`config.mk`:
```
export PLATFORM = sky130hd
export DESIGN_NAME = arx_receiver
export DESIGN_NICKNAME = d
export VERILOG_FILES = /design/src/pkg/arx_pkg.sv /design/src/design/arx_receiver.sv /design/src/design/arx_sample_tick.sv
export SDC_FILE = /design/constraint.sdc
export NUM_CORES = 1
export LEC_CHECK = 0
export BUFFER_PORTS_ARGS = -buffer_cell sky130_fd_sc_hd__buf_2
export CAP_MARGIN = 40
export CORE_ASPECT_RATIO = 1.25
export CORE_MARGIN = 1.5
export CORE_UTILIZATION = 55
export CTS_CLUSTER_DIAMETER = 100
export DETAILED_ROUTE_END_ITERATION = 8
export PLACE_DENSITY = 0.89
export SETUP_SLACK_MARGIN = 0.1
export SLEW_MARGIN = 10
export SYNTH_ARGS = -nofsm -noshare
export SYNTH_HDL_FRONTEND = slang
export SYNTH_SLANG_ARGS = --single-unit
```
`constraint.sdc`:
```
create_clock -name clock -period 6.6 [get_ports clock]
set_input_delay 1.32 -clock clock [delete_from_list [all_inputs] [get_ports clock]]
set_output_delay 1.32 -clock clock [all_outputs]
set_load 0.005 [all_outputs]
```
`src/pkg/arx_pkg.sv`:
```
// arx_pkg: constants for the asynchronous receive front end with multidrop filter.
// assumes: registers reached over a 32-bit APB slave, one word per register.
package arx_pkg;

  //////////////////////////////////////////////////////////////////////////////
  // register byte offsets
  localparam logic [7:0] ARX_OFF_CTRL_STAT_A = 8'h00;
  localparam logic [7:0] ARX_OFF_CTRL_B = 8'h04;
  localparam logic [7:0] ARX_OFF_DATA_WINDOW = 8'h08;
  localparam logic [7:0] ARX_OFF_BAUD_DIVIDER = 8'h0C;

  //////////////////////////////////////////////////////////////////////////////
  // control_status_a field positions
  localparam int ARX_A_FILTER_BIT = 0;
  localparam int ARX_A_DOUBLE_BIT = 1;
  localparam int ARX_A_OVERRUN_BIT = 3;
  localparam int ARX_A_FAULT_BIT = 4;
  localparam int ARX_A_TXDONE_BIT = 6;
  localparam int ARX_A_PENDING_BIT = 7;

  // control_b field positions
  localparam int ARX_B_RXEN_BIT = 0;
  localparam int ARX_B_CSZ_LSB = 1;
  localparam int ARX_B_SBS_BIT = 4;

  //////////////////////////////////////////////////////////////////////////////
  // reset values and the nine-bit size code
  localparam logic [2:0] ARX_CSZ_RESET = 3'h3;
  localparam logic [2:0] ARX_CSZ_NINE = 3'h7;
  localparam logic [11:0] ARX_DIV_RESET = 12'h000;

  //////////////////////////////////////////////////////////////////////////////
  // sampling figures: states per bit and first voting sample
  localparam logic [4:0] ARX_SPB_NORMAL = 5'h10;
  localparam logic [4:0] ARX_SPB_DOUBLE = 5'h08;
  localparam logic [4:0] ARX_FIRST_NORMAL = 5'h08;
  localparam logic [4:0] ARX_FIRST_DOUBLE = 5'h04;

  typedef enum logic [1:0] {
    ARX_IDLE,
    ARX_START,
    ARX_BITS
  } arx_rx_state_t;

endpackage : arx_pkg

```
`src/design/arx_receiver.sv`:
```
// arx_receiver: asynchronous serial receive front end with multidrop filter and APB registers.
// assumes: APB master per AMBA; rxd idles high; transmitter lives outside and reads the size outputs.
`timescale 1ns/1ps
`default_nettype none
module arx_receiver
  import arx_pkg::*;
#(
  parameter int DIV_W = 12,
  parameter int ADDR_W = 8
) (
  input wire logic clock,
  input wire logic rst,
  input wire logic psel,
  input wire logic penable,
  input wire logic pwrite,
  input wire logic [ADDR_W-1:0] paddr,
  input wire logic [31:0] pwdata,
  output logic [31:0] prdata,
  output logic pready,
  output logic pslverr,
  input wire logic rxd,
  input wire logic tx_frame_done,
  output logic [2:0] char_size_select,
  output logic stop_bits_select,
  output logic double_rate_select,
  output logic [DIV_W-1:0] baud_divider
);

  //////////////////////////////////////////////////////////////////////////////
  // helper functions

  function automatic logic maj3(input logic a, input logic b, input logic c);
    maj3 = (a & b) | (a & c) | (b & c);
  endfunction : maj3

  function automatic logic [4:0] samples_per_bit(input logic dbl);
    samples_per_bit = dbl ? ARX_SPB_DOUBLE : ARX_SPB_NORMAL;
  endfunction : samples_per_bit

  function automatic logic [4:0] first_vote(input logic dbl);
    first_vote = dbl ? ARX_FIRST_DOUBLE : ARX_FIRST_NORMAL;
  endfunction : first_vote

  // number of data bits; reserved codes fall back to eight
  function automatic logic [3:0] data_bits(input logic [2:0] csz);
    if (csz == ARX_CSZ_NINE) begin
      data_bits = 4'h9;
    end else if (csz[2]) begin
      data_bits = 4'h8;
    end else begin
      data_bits = 4'h5 + {2'h0, csz[1:0]};
    end
  endfunction : data_bits

  function automatic logic is_addr(input logic [ADDR_W-1:0] a, input logic [7:0] off);
    is_addr = (a == ADDR_W'(off));
  endfunction : is_addr

  //////////////////////////////////////////////////////////////////////////////
  // state

  typedef struct packed {
    arx_rx_state_t state;
    logic [4:0] cnt;
    logic [3:0] bit_idx;
    logic samp_a;
    logic samp_b;
    logic last_level;
    logic [8:0] shift;
    logic filt_en;
    logic dbl;
    logic tx_done;
    logic rx_en;
    logic [2:0] csz;
    logic sbs;
    logic [DIV_W-1:0] div;
    logic [8:0] hold_data;
    logic hold_fault;
    logic pending;
    logic overrun;
    logic [31:0] prdata;
  } arx_rx_st_t;

  arx_rx_st_t q;
  arx_rx_st_t d;

  logic rxd_sync;
  logic tick;

  arx_sample_tick #(
    .DIV_W(DIV_W)
  ) u_tick (
    .clock(clock),
    .rst(rst),
    .divider(q.div),
    .rxd(rxd),
    .rxd_sync(rxd_sync),
    .tick(tick)
  );

  //////////////////////////////////////////////////////////////////////////////
  // bus decode

  logic setup_phase;
  logic access_phase;
  logic mapped;
  logic wr_a;
  logic wr_b;
  logic wr_div;
  logic pop;

  assign setup_phase = psel & ~penable;
  assign access_phase = psel & penable;
  assign mapped = is_addr(paddr, ARX_OFF_CTRL_STAT_A) | is_addr(paddr, ARX_OFF_CTRL_B)
                | is_addr(paddr, ARX_OFF_DATA_WINDOW) | is_addr(paddr, ARX_OFF_BAUD_DIVIDER);
  assign wr_a = access_phase & pwrite & is_addr(paddr, ARX_OFF_CTRL_STAT_A);
  assign wr_b = access_phase & pwrite & is_addr(paddr, ARX_OFF_CTRL_B);
  assign wr_div = access_phase & pwrite & is_addr(paddr, ARX_OFF_BAUD_DIVIDER);
  // reading the data window takes the held frame
  assign pop = access_phase & ~pwrite & is_addr(paddr, ARX_OFF_DATA_WINDOW);

  function automatic logic [31:0] read_mux(input arx_rx_st_t s, input logic [ADDR_W-1:0] a);
    logic [31:0] v;
    v = 32'h0000_0000;
    if (is_addr(a, ARX_OFF_CTRL_STAT_A)) begin
      v[ARX_A_PENDING_BIT] = s.pending;
      v[ARX_A_TXDONE_BIT] = s.tx_done;
      v[ARX_A_FAULT_BIT] = s.hold_fault;
      v[ARX_A_OVERRUN_BIT] = s.overrun;
      v[ARX_A_DOUBLE_BIT] = s.dbl;
      v[ARX_A_FILTER_BIT] = s.filt_en;
    end else if (is_addr(a, ARX_OFF_CTRL_B)) begin
      v[ARX_B_RXEN_BIT] = s.rx_en;
      v[ARX_B_CSZ_LSB +: 3] = s.csz;
      v[ARX_B_SBS_BIT] = s.sbs;
    end else if (is_addr(a, ARX_OFF_DATA_WINDOW)) begin
      v[8:0] = s.hold_data;
    end else if (is_addr(a, ARX_OFF_BAUD_DIVIDER)) begin
      v[DIV_W-1:0] = s.div;
    end
    read_mux = v;
  endfunction : read_mux

  //////////////////////////////////////////////////////////////////////////////
  // next state

  logic [4:0] spb;
  logic [4:0] first;
  logic [4:0] last;
  logic [3:0] nbits;
  logic vote;
  logic frame_type;
  logic accept;

  assign spb = samples_per_bit(q.dbl);
  assign first = first_vote(q.dbl);
  assign last = first + 5'h02;
  assign nbits = data_bits(q.csz);
  assign vote = maj3(q.samp_a, q.samp_b, rxd_sync);
  // type bit: ninth data bit or first stop bit
  assign frame_type = (q.csz == ARX_CSZ_NINE) ? q.shift[8] : vote;
  // with filter on only address frames pass
  assign accept = ~q.filt_en | frame_type;

  always_comb begin
    d = q;

    // register writes
    if (wr_a) begin
      // software sets and clears the filter enable directly
      d.filt_en = pwdata[ARX_A_FILTER_BIT];
      d.dbl = pwdata[ARX_A_DOUBLE_BIT];
    end
    // transmit-done shares the word; writing one clears it, a new event wins
    if (wr_a && pwdata[ARX_A_TXDONE_BIT]) begin
      d.tx_done = 1'b0;
    end
    if (tx_frame_done) begin
      d.tx_done = 1'b1;
    end
    if (wr_b) begin
      d.rx_en = pwdata[ARX_B_RXEN_BIT];
      d.csz = pwdata[ARX_B_CSZ_LSB +: 3];
      d.sbs = pwdata[ARX_B_SBS_BIT];
    end
    if (wr_div) begin
      d.div = pwdata[DIV_W-1:0];
    end
    if (pop) begin
      d.pending = 1'b0;
    end

    // read data captured in the setup cycle
    if (setup_phase) begin
      d.prdata = read_mux(q, paddr);
    end

    // receive sequencer
    if (!q.rx_en) begin
      d.state = ARX_IDLE;
      d.pending = 1'b0;
      d.overrun = 1'b0;
      d.last_level = 1'b1;
    end else if (tick) begin
      case (q.state)
        ARX_IDLE: begin
          d.last_level = rxd_sync;
          // falling edge seen: this is sample one
          if (q.last_level && !rxd_sync) begin
            d.state = ARX_START;
            d.cnt = 5'h01;
            d.shift = 9'h000;
          end
        end
        ARX_START: begin
          if (q.cnt == first) begin
            d.samp_a = rxd_sync;
          end
          if (q.cnt == first + 5'h01) begin
            d.samp_b = rxd_sync;
          end
          // majority high rejects the start as noise
          if (q.cnt == last && vote) begin
            d.state = ARX_IDLE;
            d.last_level = rxd_sync;
          end else if (q.cnt == spb) begin
            // bit phase now locked to this start bit
            d.state = ARX_BITS;
            d.cnt = 5'h01;
            d.bit_idx = 4'h0;
          end else begin
            d.cnt = q.cnt + 5'h01;
          end
        end
        ARX_BITS: begin
          if (q.cnt == first) begin
            d.samp_a = rxd_sync;
          end
          if (q.cnt == first + 5'h01) begin
            d.samp_b = rxd_sync;
          end
          if (q.cnt == last && q.bit_idx == nbits) begin
            // frame ends at the first stop bit
            // return to edge search right after the last vote
            d.state = ARX_IDLE;
            d.last_level = rxd_sync;
            if (accept) begin
              if (q.pending && !pop) begin
                d.overrun = 1'b1;
              end else begin
                d.hold_data = {(q.csz == ARX_CSZ_NINE) & q.shift[8], q.shift[7:0]};
                // zero stop bit flags a fault
                d.hold_fault = ~vote;
                // accepted frame raises pending, winning over a same-cycle read
                d.pending = 1'b1;
                d.overrun = 1'b0;
              end
            end
          end else begin
            if (q.cnt == last) begin
              d.shift[q.bit_idx] = vote;
            end
            // one state per sample, wrapping each bit
            if (q.cnt == spb) begin
              d.cnt = 5'h01;
              d.bit_idx = q.bit_idx + 4'h1;
            end else begin
              d.cnt = q.cnt + 5'h01;
            end
          end
        end
        default: begin
          d.state = ARX_IDLE;
        end
      endcase
    end
  end

  //////////////////////////////////////////////////////////////////////////////
  // registers

  always_ff @(posedge clock) begin
    if (rst) begin
      q <= '{
        state: ARX_IDLE,
        cnt: 5'h00,
        bit_idx: 4'h0,
        samp_a: 1'b1,
        samp_b: 1'b1,
        last_level: 1'b1,
        shift: 9'h000,
        filt_en: 1'b0,
        dbl: 1'b0,
        tx_done: 1'b0,
        rx_en: 1'b0,
        csz: ARX_CSZ_RESET,
        sbs: 1'b0,
        div: DIV_W'(ARX_DIV_RESET),
        hold_data: 9'h000,
        hold_fault: 1'b0,
        pending: 1'b0,
        overrun: 1'b0,
        prdata: 32'h0000_0000
      };
    end else begin
      q <= d;
    end
  end

  //////////////////////////////////////////////////////////////////////////////
  // outputs

  assign prdata = q.prdata;
  assign pready = access_phase;
  assign pslverr = access_phase & ~mapped;
  // one size setting drives transmitter and receiver
  assign char_size_select = q.csz;
  assign stop_bits_select = q.sbs;
  // filter enable is not exported to the transmitter
  assign double_rate_select = q.dbl;
  assign baud_divider = q.div;

endmodule : arx_receiver
`default_nettype wire

```
`src/design/arx_sample_tick.sv`:
```
// arx_sample_tick: line synchroniser and sample-rate enable divider.
// assumes: rxd is asynchronous; divider value is stable while receiving.
`timescale 1ns/1ps
`default_nettype none
module arx_sample_tick
  import arx_pkg::*;
#(
  parameter int DIV_W = 12
) (
  input wire logic clock,
  input wire logic rst,
  input wire logic [DIV_W-1:0] divider,
  input wire logic rxd,
  output logic rxd_sync,
  output logic tick
);

  typedef struct packed {
    logic meta;
    logic sync;
    logic tick;
    logic [DIV_W-1:0] cnt;
  } arx_tick_st_t;

  arx_tick_st_t q;
  arx_tick_st_t d;

  //////////////////////////////////////////////////////////////////////////////
  always_comb begin
    d = q;
    d.meta = rxd;
    d.sync = q.meta;
    d.tick = 1'b0;
    if (q.cnt == '0) begin
      d.cnt = divider;
      d.tick = 1'b1;
    end else begin
      d.cnt = q.cnt - DIV_W'(1'b1);
    end
  end

  always_ff @(posedge clock) begin
    if (rst) begin
      q <= '{meta: 1'b1, sync: 1'b1, tick: 1'b0, cnt: '0};
    end else begin
      q <= d;
    end
  end

  assign rxd_sync = q.sync;
  assign tick = q.tick;

endmodule : arx_sample_tick
`default_nettype wire

```
* Yosys cells after proc, flatten, opt, wreduce, memory -nomap -nowiden
Index checks and enable logic that the tools add are counted.
** Cells by class
- $lt $le $gt $ge :: 2
- Multiplexer cells :: 51
- $add $sub $neg :: 6
- Reductions and logical operators :: 24
- Equality and inequality tests :: 20
- Bitwise gates (word level) :: 26
** Operator list (count)
- $mux 9 :: 6
- $mux 12 :: 2
- $mux 4 :: 6
- $mux 2 :: 10
- $pmux 9 s2 :: 1
- $reduce_and 6->1 :: 3
- $eq 8x4->1 const B :: 2
- $ne 2x2->1 const B :: 8
- $eq 5x5->1 :: 3
- $mux 5 :: 3
- $pmux 5 s3 :: 1
- $mux 1 :: 14
- $mux 7 :: 2
- $and 1x1->1 :: 13
- $logic_not 12->1 :: 1
- $pmux 6 s2 :: 1
- $reduce_and 4->1 :: 3
- $sub 12x1->12 const B :: 1
- $bwmux 9 :: 1
- $eq 8x3->1 const B :: 1
- $logic_not 8->1 :: 1
- $not 1->1 :: 7
- $reduce_and 7->1 :: 1
- $logic_and 1x1->1 :: 6
- 24 further kinds :: 32
** Word-level totals
- Logic and storage cells :: 152
- Output and inout port bits :: 51
- Register bits :: 82
- Input port bits :: 47

* Logic depth before layout (Yosys ltp)
Gate-level depths: netlist of the first run.
- Depth in word-level cells :: 10
- Gate-level depth with buffers :: 10
- Gate-level depth less buffers :: 8

* By module
From an unflattened synthesis of the first run, not the netlist that was laid out.
** Unflattened totals
- Cell total of the unflattened synthesis :: 522
- Area, all modules :: 4631.9 µm²
** Modules (own cells, without submodules)
- arx_receiver :: area each 3858.7 µm², instances 1, cells an instance 442, sequential area each 1341.3 µm²
- arx_sample_tick :: area each 773.2 µm², instances 1, cells an instance 80, sequential area each 300.3 µm²

* Worst setup path after synthesis of the first run
No wires, ideal clock.
- Path type :: input port to output port
- Start :: in paddr[7]
- End :: out pslverr
- Required time :: 5280 ps
- Path slack :: 3583 ps
- Path buffers :: 0
- Cell stages on the path :: 3
- Arrival time :: 1697 ps
- Cell sequence :: nor2_1 and3_1 nor2_1
** On the way
- Cells in the longest elaborated chain, start to end :: 6
- Elaborated cells on any way between the ends :: 9
- Classes of those cells :: 3 x eq/ne; 5 x bitwise; 1 x reduce/logical
** RTL lines
- start: declaration :: RTL line arx_receiver.sv:16 : input wire logic [ADDR_W-1:0] paddr,
- $eq 8x3->1 or $logic_not 8->1 (tied branches) :: RTL line arx_receiver.sv:56 : is_addr = (a == ADDR_W'(off));
- $or 1x1->1 :: RTL line arx_receiver.sv:114 : assign mapped = is_addr(paddr, ARX_OFF_CTRL_STAT_A) | is_addr(paddr, ARX_OFF_CTRL_B)
- $or 1x1->1 :: RTL line arx_receiver.sv:115 : | is_addr(paddr, ARX_OFF_DATA_WINDOW) | is_addr(paddr, ARX_OFF_BAUD_DIVIDER);
- $or 1x1->1 (*) :: RTL line arx_receiver.sv:115
- $not 1->1 (*) :: RTL line arx_receiver.sv:315 : assign pslverr = access_phase & ~mapped;
- $and 1x1->1 (*) :: RTL line arx_receiver.sv:315
- end: declaration :: RTL line arx_receiver.sv:20 : output logic pslverr,
Mark *: on every way between the ends. The rest lies on a longest branch, timed or not.

* Worst setup path in the final report of the first run
Ends and elaborated chain as after synthesis.

==> run summary, run 1 <==
Relative slew slack: 40.8%
Hold WC Path Type: reg2reg
Yosys top cell area share: 36.4%
Die Y: 104 um
Vias: 3647
Unique cell type count in the Yosys netlist: 58
Worst slew pin tran: 0.884 ns
# clock sinks: 82
Crit path buf inv count: 2
Synthesized instance count: 527
Drt first pass iters: 4
Critical Path Sink Type: output pin
Post-layout min period: 3.30 ns
Critical path arrival: 1.98 ns
IO buf count: 57
Fin. Hold Viols: 0
Critical-path cell list: buf_2 > nor2_1 > and3_1 > nor2_1 > buf_2
Setup violators final: 0
Max Cap Violations: 0
# IOs: 98
Top achievable clock speed: 303 MHz
Status: complete, no violations
Crit path required time: 5.28 ns
Sw Ratio: 30.5%
CTS Buffer Depth: 2
Hold_buf cts: 0
Die width: 84.0 um
Ys flop type: dfxtp_1
Flop pwr share: 49.7%
Cts bufs inserted: 9
Average instance area after synthesis: 8.56 um2
Post-CTS Resized: 0
Clock Latency Late Sink: 0.37 ns
Hold Path Cell Cnt: 1
Crit-path slowest cell: and3_1
Sequential fraction of the synthesis area: 36.4%
H-tree Lvls: 3
Via-per-instance ratio: 5.63
Clk slew on worst S/H paths: 0.08 ns
Ys Warns: 0
Worst Skew: 0.0171 ns
Net Switching: 0.000333 W
RSZ-0062 raised after global routing: no
Area growth, synth to finish: 4.72%
Asr flop ratio synth: 0%
Post-CTS Repair Setup Buffers: 0
Final Util: 59.9%
Top cells by area, synth: dfxtp_1, buf_4, nor2_1
Setup TNS: 0 ns
Internal Pwr Total: 0.000760 W
Final slew viol count: 0
Final nets: 610
Leading area contributor after synthesis: dfxtp_1
VDD IR max: 0.188 mV
GPL Wtd Cong: 0.900
Vias in the first global route: 3486
Root buffer cell: clkbuf_8
Type of the worst setup path: in2out
Core Region: 7880 um2
#FFs+latches synth: 82
Max FO, Critical Path: 3
Antenna diodes: 0
Leak Pwr: 1.93 nW
Avg WL per Cell: 14.5 um
Final period util: 49.9%
Congestion Overflow GR: 0
Power Total: 0.00109 W
First-pass GRT wire length: 15900 um
Largest net degree at the start of global routing: 82
Max incr delay on CP: 0.23 ns
Cell count along the critical path: 5
Initial drt markers: 210
Initial Util: 57.2%
Antenna violations before repair: 0
EDFF count, synth: 0
Combinational Power Share: 18.8%
Clock Power Share: 31.4%
HPWL after detailed placement: 6910 um
Post-DRT Antenna Nets: 0
Cell family with most CP delay: simple AND/OR/NAND/NOR gates
Reg2Reg Depth: 7
Die area: 8750 um2
Worst Setup Start Kind: input pin
Post-Syn Area: 4510 um2
CTS tree: yes
# DRC: 0
Power Density: 231 nW/um2
Drt total wl: 9410 um
Share of layout cells above drive strength 1: 18.1%
Row count: 36
Gr usage total: 22.4%
metrics by stage:
step	area (um2)	cells	worst slack [ns]	hold WS, ns
floorplan	4580	546	3.58	0.389
global placement	4530	631	3.09	0.394
detailed placement	4530	632	3.04	0.403
CTS	4720	648	3.31	0.427
global route	4720	648	3.22	0.443
finish	4720	648	3.30	0.421
final cells by class:
class	instances	area (um2)
fill	680	3160
sequential	82	1640
inverter	14	52.6
timing repair buffer	59	298
tap	95	119
clock inverter	7	63.8
multi-input combinational	382	2420
clock buffer	9	124
cell usage after synthesis (2+ instances only):
library cell,count
o21ai_0,14
or2_2,2
a2111oi_2,2
dfxtp_1,82
mux2i_1,22
xor2_1,2
nand2_1,60
a211oi_1,3
inv_1,14
or3b_1,2
nor2b_1,7
a21oi_1,37
nor3_1,8
clkbuf_1,16
nor2_1,62
a311o_1,4
mux2_2,2
buf_4,47
nand3_1,15
a211oi_2,7
and3b_1,2
buf_1,2
a21boi_0,4
buf_6,2
nor3b_1,3
nand3b_1,4
or3_1,6
or3_4,2
ha_1,15
nand2b_1,17
a22oi_1,8
xnor2_1,6
and4_1,2
a221oi_1,2
and3_1,6
mux4_2,4
nor4_1,2
a21o_1,12
flip-flops by register name, indices dropped and copies added, names as in the netlist:
name                count
char_size_select        3
prdata                 12
u_tick.tick             1
u_tick.rxd_sync         1
u_tick.q               12
baud_divider           12
stop_bits_select        1
u_tick.d                1
q                      38
double_rate_select      1
cell usage in the layout (no fill, tap or decap), types with 9 or more instances in the layout:
master / Yosys / layout
conb_1: 1 / 20
nand2_1: 60 / 60
nor2_1: 62 / 62
mux2i_1: 22 / 22
inv_1: 14 / 14
a21o_1: 12 / 12
a21oi_1: 37 / 37
o21ai_0: 14 / 14
ha_1: 15 / 15
nand3_1: 15 / 15
dfxtp_1: 82 / 82
clkbuf_8: 0 / 9
nand2b_1: 17 / 17
buf_2: 0 / 58
power by group through the flow:
| stage | clock, W | sequential, W | combinational (W) |
|---|---|---|---|
| final | 0.000344 | 0.000543 | 0.000206 |
| after global routing | 0.000369 | 0.000548 | 0.000232 |
| after CTS | 0.000351 | 0.000542 | 0.000207 |
| after detailed placement | 0 | 0.000554 | 0.000206 |
| after global placement | 0 | 0.000552 | 0.000196 |
| after floorplan | 0 | 0.000549 | 0.000200 |
kinds of logic after synthesis:
| kind of cell | count (synthesis) | synth area share (%) |
|---|---|---|
| DFF | 82 | 36.4 |
| other | 1 | 0.0832 |
| and+or+nand+nor | 207 | 22.7 |
| adders and majority gates | 16 | 4.38 |
| xor gates and xnor gates | 8 | 1.55 |
| AOI/OAI and AO/OA | 103 | 16.0 |
| buffers and inverters | 82 | 11.4 |
| muxes | 28 | 7.38 |
final timing paths:
kind | startpoint | end | slack [ns]
setup / recovery | paddr[7] | pslverr | 3.30
hold / removal | u_tick.d[13]$_SDFF_PP1_ | u_tick.rxd_sync$_SDFF_PP1_ | 0.42
setup reg to reg | char_size_select[0]$_SDFFE_PP1P_ | q[36]$_SDFFE_PP0P_ | 3.69
hold reg to reg | u_tick.d[13]$_SDFF_PP1_ | u_tick.rxd_sync$_SDFF_PP1_ | 0.42
metal layers:
| metal | part of all wire (%) | GRT usage, % | up-vias |
|---|---|---|---|
| li1 | - | - | 1808 |
| met1 | 42 | 25.1 | 1735 |
| met2 | 52 | 40.4 | 90 |
| met3 | 4.1 | 4.92 | 14 |
| met4 | 2.0 | 9.48 | 0 |
| met5 | 0 | 0 | - |
Note: power is estimated with default switching activity, not from simulation.
==> run 2: changes to the inputs <==
--- a/config.mk
+++ b/config.mk
@@ -9,10 +9,10 @@
 export CAP_MARGIN = 40
 export CORE_ASPECT_RATIO = 1.25
 export CORE_MARGIN = 1.5
-export CORE_UTILIZATION = 55
+export CORE_UTILIZATION = 49
 export CTS_CLUSTER_DIAMETER = 100
 export DETAILED_ROUTE_END_ITERATION = 8
-export PLACE_DENSITY = 0.89
+export PLACE_DENSITY = 0.84
 export SETUP_SLACK_MARGIN = 0.1
 export SLEW_MARGIN = 10
 export SYNTH_ARGS = -nofsm -noshare
==> constraint.sdc (replaced) <==
create_clock -name clock -period 2.9 [get_ports clock]
set_input_delay 0.58 -clock clock [delete_from_list [all_inputs] [get_ports clock]]
set_output_delay 0.58 -clock clock [all_outputs]
set_load 0.005 [all_outputs]
==> run 2 against run 1 <==
  * Wire length increased by 7.4%
  * Power rose by 140%
  * Cell count rose by 4.5%
  * Die area is 12% higher
  * Critical path type is now reg2reg
  * Core utilization shrank 5.1 points
  * Clock skew shrank 0.0043 ns
==> run summary, run 2 (synthesized netlist as in run 1, its figures left out) <==
Critical path arrival: 2.75 ns
VDD IR max: 0.299 mV
Drt total wl: 10100 um
Row count: 38
Largest net degree at the start of global routing: 46
Worst Setup Start Kind: flop
RSZ-0062 raised after global routing: no
IO buf count: 57
Critical Path Sink Type: flop
Leak Pwr: 1.96 nW
Top achievable clock speed: 395 MHz
# DRC: 0
CTS tree: yes
Register with the highest flop count: q
Cts bufs inserted: 9
Antenna violations before repair: 0
Crit path from: char_size_select[0]$_SDFFE_PP1P_
Share of layout cells above drive strength 1: 18.7%
Type of the worst setup path: reg2reg
Crit path required time: 3.12 ns
Initial drt markers: 185
Worst Skew: 0.0129 ns
Initial Util: 51.3%
Final period util: 87.3%
CTS Buffer Depth: 2
Final nets: 614
Via-per-instance ratio: 5.39
Root buffer cell: clkbuf_8
Area growth, synth to finish: 6.91%
Drt first pass iters: 5
Max FO, Critical Path: 11
H-tree Lvls: 3
Vias in the first global route: 3584
Design area: 4820 um2
Max Cap Violations: 0
Status: complete, no violations
Final slew viol count: 0
Max reg flops: 38
Antenna diodes: 0
Die Y: 110 um
Clk slew on worst S/H paths: 0.09 ns
Hold_buf cts: 0
Post-CTS Repair Setup Buffers: 0
Footprint of the multi-input gates: 2420 um2
Fin. Hold Viols: 0
Relative slew slack: 54.3%
Setup violators final: 0
Worst R2R Start: char_size_select[0]$_SDFFE_PP1P_
Fillers: 796
Most frequent cells in the layout: dfxtp_1, nor2_1, nand2_1, buf_2, a21oi_1
Die width: 88.8 um
First-pass GRT wire length: 16200 um
Post-CTS Resized: 0
Post-DRT Antenna Nets: 0
Clock Latency Late Sink: 0.36 ns
Core Region: 8800 um2
GPL Wtd Cong: 0.901
# clock sinks: 82
Worst Hold Launch: rxd
Congestion Overflow GR: 0
Hold WC Path Type: in2reg
Setup TNS: 0 ns
HPWL after detailed placement: 7420 um
WHS: 0.403 ns
Power Density: 536 nW/um2
Die area: 9790 um2
Post-layout min period: 2.53 ns
Register area: 1640 um2
Gr usage total: 21.4%
Worst slew pin tran: 0.686 ns
Vias: 3652
# IOs: 98
Cell area after placement: 4610 um2
Commonest non-fill, non-tap cell in the layout: dfxtp_1
Avg WL per Cell: 14.9 um
==> run 2: cell count changes in the layout (fill, tap and decap cells not counted), sizes merged <==
| cell | delta |
|---|---|
| clkinv | -1 |
| buf | +4 |
| clkbuf | +1 |
| bufinv | +1 |
| inv | -1 |
==> run 2: layer usage <==
metal,up-vias,GRT usage (%),routed length [um]
li1,1804,-,-
met1,1728,23.2,4130
met2,104,40.0,5320
met3,16,4.99,476
met4,0,7.37,185
met5,-,0,0
==> run 2: power by group <==
part           switching [W]  leakage, nW  internal [W]  total [W]
combinational       0.000259         1.20      0.000220   0.000478
clock               0.000440        0.103      0.000430   0.000870
sequential         0.0000496        0.664       0.00119    0.00124
total               0.000748         1.96       0.00184    0.00258
==> run 2: cell type report <==
cell class / instances / area share (%)
sequential: 82 / 34.1
clock inverter: 6 / 1.51
inverter: 14 / 1.09
timing repair buffer: 63 / 7.11
multi-input combinational: 382 / 50.3
clock buffer: 10 / 2.85
tap: 120 / 3.11
==> run 2: critical path: stages, from the launching register on <==
cell     delay, ns
dfxtp_1       0.37
ha_1          0.23
and2_4        0.17
or3_4         0.37
a221o_1       0.45
nor4b_4       0.29
buf_4         0.25
mux2i_1       0.20
nor2_1        0.06
==> run 2: through the flow <==
| step | util, % | setup slack (ns) | power (W) | std cells |
|---|---|---|---|---|
| global route | 54.8 | 0.191 | 0.00271 | 677 |
| detailed placement | 52.4 | 0.386 | 0.00174 | 661 |
| CTS | 54.8 | 0.376 | 0.00260 | 677 |
| floorplan | - | 0.541 | 0.00170 | 546 |
| finish | 54.8 | 0.370 | 0.00258 | 677 |
| global placement | 52.4 | 0.444 | 0.00171 | 661 |
==> run 2: path summary, 6_finish.rpt <==
check	end	slack [ns]	cells after the start
setup / recovery	q[41]$_SDFFE_PP0P_	0.37	8
hold / removal	u_tick.d[13]$_SDFF_PP1_	0.40	2
setup reg to reg	q[41]$_SDFFE_PP0P_	0.37	8
hold reg to reg	u_tick.rxd_sync$_SDFF_PP1_	0.42	1
==> run 3: changes to the inputs <==
--- a/config.mk
+++ b/config.mk
@@ -7,7 +7,6 @@
 export LEC_CHECK = 0
 export BUFFER_PORTS_ARGS = -buffer_cell sky130_fd_sc_hd__buf_2
 export CAP_MARGIN = 40
-export CORE_ASPECT_RATIO = 1.25
 export CORE_MARGIN = 1.5
 export CORE_UTILIZATION = 49
 export CTS_CLUSTER_DIAMETER = 100
==> run 3 against run 2 <==
  * The run now ends with design-rule violations left
  * Sequential share of layout area grew 0.11 points
  * Wire length shrank 3.2%
  * Sequential power about the same
  * Worst setup slack worse by 0.040 ns
  * Core utilization down 0.23 points
  * Fmax down 1.6%
  * Cell area is 0.31% lower
  * Non-clock buffer count up 1
  * Via count up 0.82%
  * Global-route usage is 1.1 points lower
  * Combinational power hardly changed
  * Critical path type unchanged
==> run summary, run 3 (synthesized netlist as in run 1, its figures left out) <==
H-tree Lvls: 3
Crit-path slowest cell: a221o_1
Final slew viol count: 0
First-pass GRT wire length: 16000 um
Worst Skew: 0.0105 ns
Post-Place Setup Slack: 0.366 ns
Setup TNS: 0 ns
Root buffer cell: clkbuf_8
Critical path arrival: 2.79 ns
Die Y: 98.9 um
Final period util: 88.6%
Status: finished, violations left
Post-DRT Antenna Nets: 0
Post-layout min period: 2.57 ns
Die width: 98.9 um
Core Region: 8810 um2
Post-CTS Repair Setup Buffers: 0
Max FO, Critical Path: 11
Commonest non-fill, non-tap cell in the layout: dfxtp_1
Cts bufs inserted: 9
Worst Setup Start Kind: flop
RSZ-0062 raised after global routing: no
Worst slew pin tran: 0.789 ns
Register with the highest flop count: q
Avg WL per Cell: 14.7 um
Area growth, synth to finish: 6.58%
Drt first pass iters: 7
Antenna violations before repair: 0
Leak Pwr: 1.97 nW
Antenna diodes: 0
Critical Path Sink Type: flop
Vias: 3682
VDD IR max: 0.264 mV
Fin. Hold Viols: 0
Clock Latency Late Sink: 0.37 ns
Relative slew slack: 47.4%
Via-per-instance ratio: 5.54
Initial drt markers: 223
CTS Buffer Depth: 2
CTS tree: yes
Failing checks: design-rule violations
# clock sinks: 82
# IOs: 98
Max Cap Violations: 0
Most frequent cells in the layout: dfxtp_1, nor2_1, nand2_1, buf_2, a21oi_1
Hold_buf cts: 0
Hold WC Path Type: in2reg
Gr usage total: 20.3%
Initial Util: 51.2%
Vias in the first global route: 3464
Setup violators final: 0
GPL Wtd Cong: 0.875
HPWL after detailed placement: 7230 um
Congestion Overflow GR: 0
Max reg flops: 38
Final nets: 615
IO buf count: 57
Share of layout cells above drive strength 1: 18.7%
Power Density: 544 nW/um2
Crit path required time: 3.12 ns
Row count: 34
Largest net degree at the start of global routing: 48
Final worst slack: 0.330 ns
Top achievable clock speed: 389 MHz
Die area: 9790 um2
Post-CTS Resized: 0
Type of the worst setup path: reg2reg
Critical-path cell list: ha_1 > and2_4 > or3_4 > a221o_1 > nor4b_4 > buf_4 > mux2i_1 > nor2_1
Drt total wl: 9790 um
Fillers: 804
Clk slew on worst S/H paths: 0.08 ns
# DRC: 12
Max incr delay on CP: 0.46 ns
==> run 3: power breakdown <==
part           switching, W  leakage, nW  internal [W]
Combinational      0.000257         1.20      0.000218
Sequential        0.0000507        0.664       0.00119
Clock              0.000417        0.110      0.000484
==> run 3: layout make-up <==
type	instances	area [um2]	share of cell area, %
Multi-Input combinational cell	382	2420	50.4
Sequential cell	82	1640	34.2
Clock buffer	9	124	2.58
Tap cell	108	135	2.81
Inverter	14	52.6	1.09
Timing Repair Buffer	64	338	7.03
Clock inverter	6	91.3	1.90
==> run 3: final timing paths <==
| kind | startpoint | to | slack [ns] | depth (start not counted) |
|---|---|---|---|---|
| setup / recovery | char_size_select[0]$_SDFFE_PP1P_ | q[40]$_SDFFE_PP0P_ | 0.33 | 8 |
| hold / removal | rxd | u_tick.d[13]$_SDFF_PP1_ | 0.40 | 2 |
| setup reg to reg | char_size_select[0]$_SDFFE_PP1P_ | q[40]$_SDFFE_PP0P_ | 0.33 | 8 |
| hold reg to reg | u_tick.d[13]$_SDFF_PP1_ | u_tick.rxd_sync$_SDFF_PP1_ | 0.41 | 1 |
==> run 3: critical path: cells and delay by family, from the launching register on <==
family	cells	cell delay [ns]
and+or+nand+nor	4	0.90
AOI/OAI and AO/OA	1	0.46
DFF	1	0.36
buffers and inverters	1	0.26
adders and majority gates	1	0.23
muxes	1	0.22
==> run 3: stage by stage <==
step           instances  total power [W]  util [%]  hold WS, ns  instance area (um2)
2_1_floorplan        546          0.00170         -        0.389                 4580
3_3_place_gp         650          0.00171      52.1        0.391                 4590
3_5_place_dp         650          0.00174      52.1        0.397                 4590
4_1_cts              665          0.00263      54.6        0.392                 4810
5_1_grt              665          0.00273      54.6        0.396                 4810
6_report             665          0.00261      54.6        0.400                 4810
==> run 3: layer usage <==
layer	vias up	routed length [um]	part of all wire (%)	GRT usage, %
met1	1738	4130	42	23.6
li1	1815	-	-	-
met3	10	670	6.8	5.67
met2	119	4870	50	36.7
met5	-	0	0	0
met4	0	121	1.2	5.38
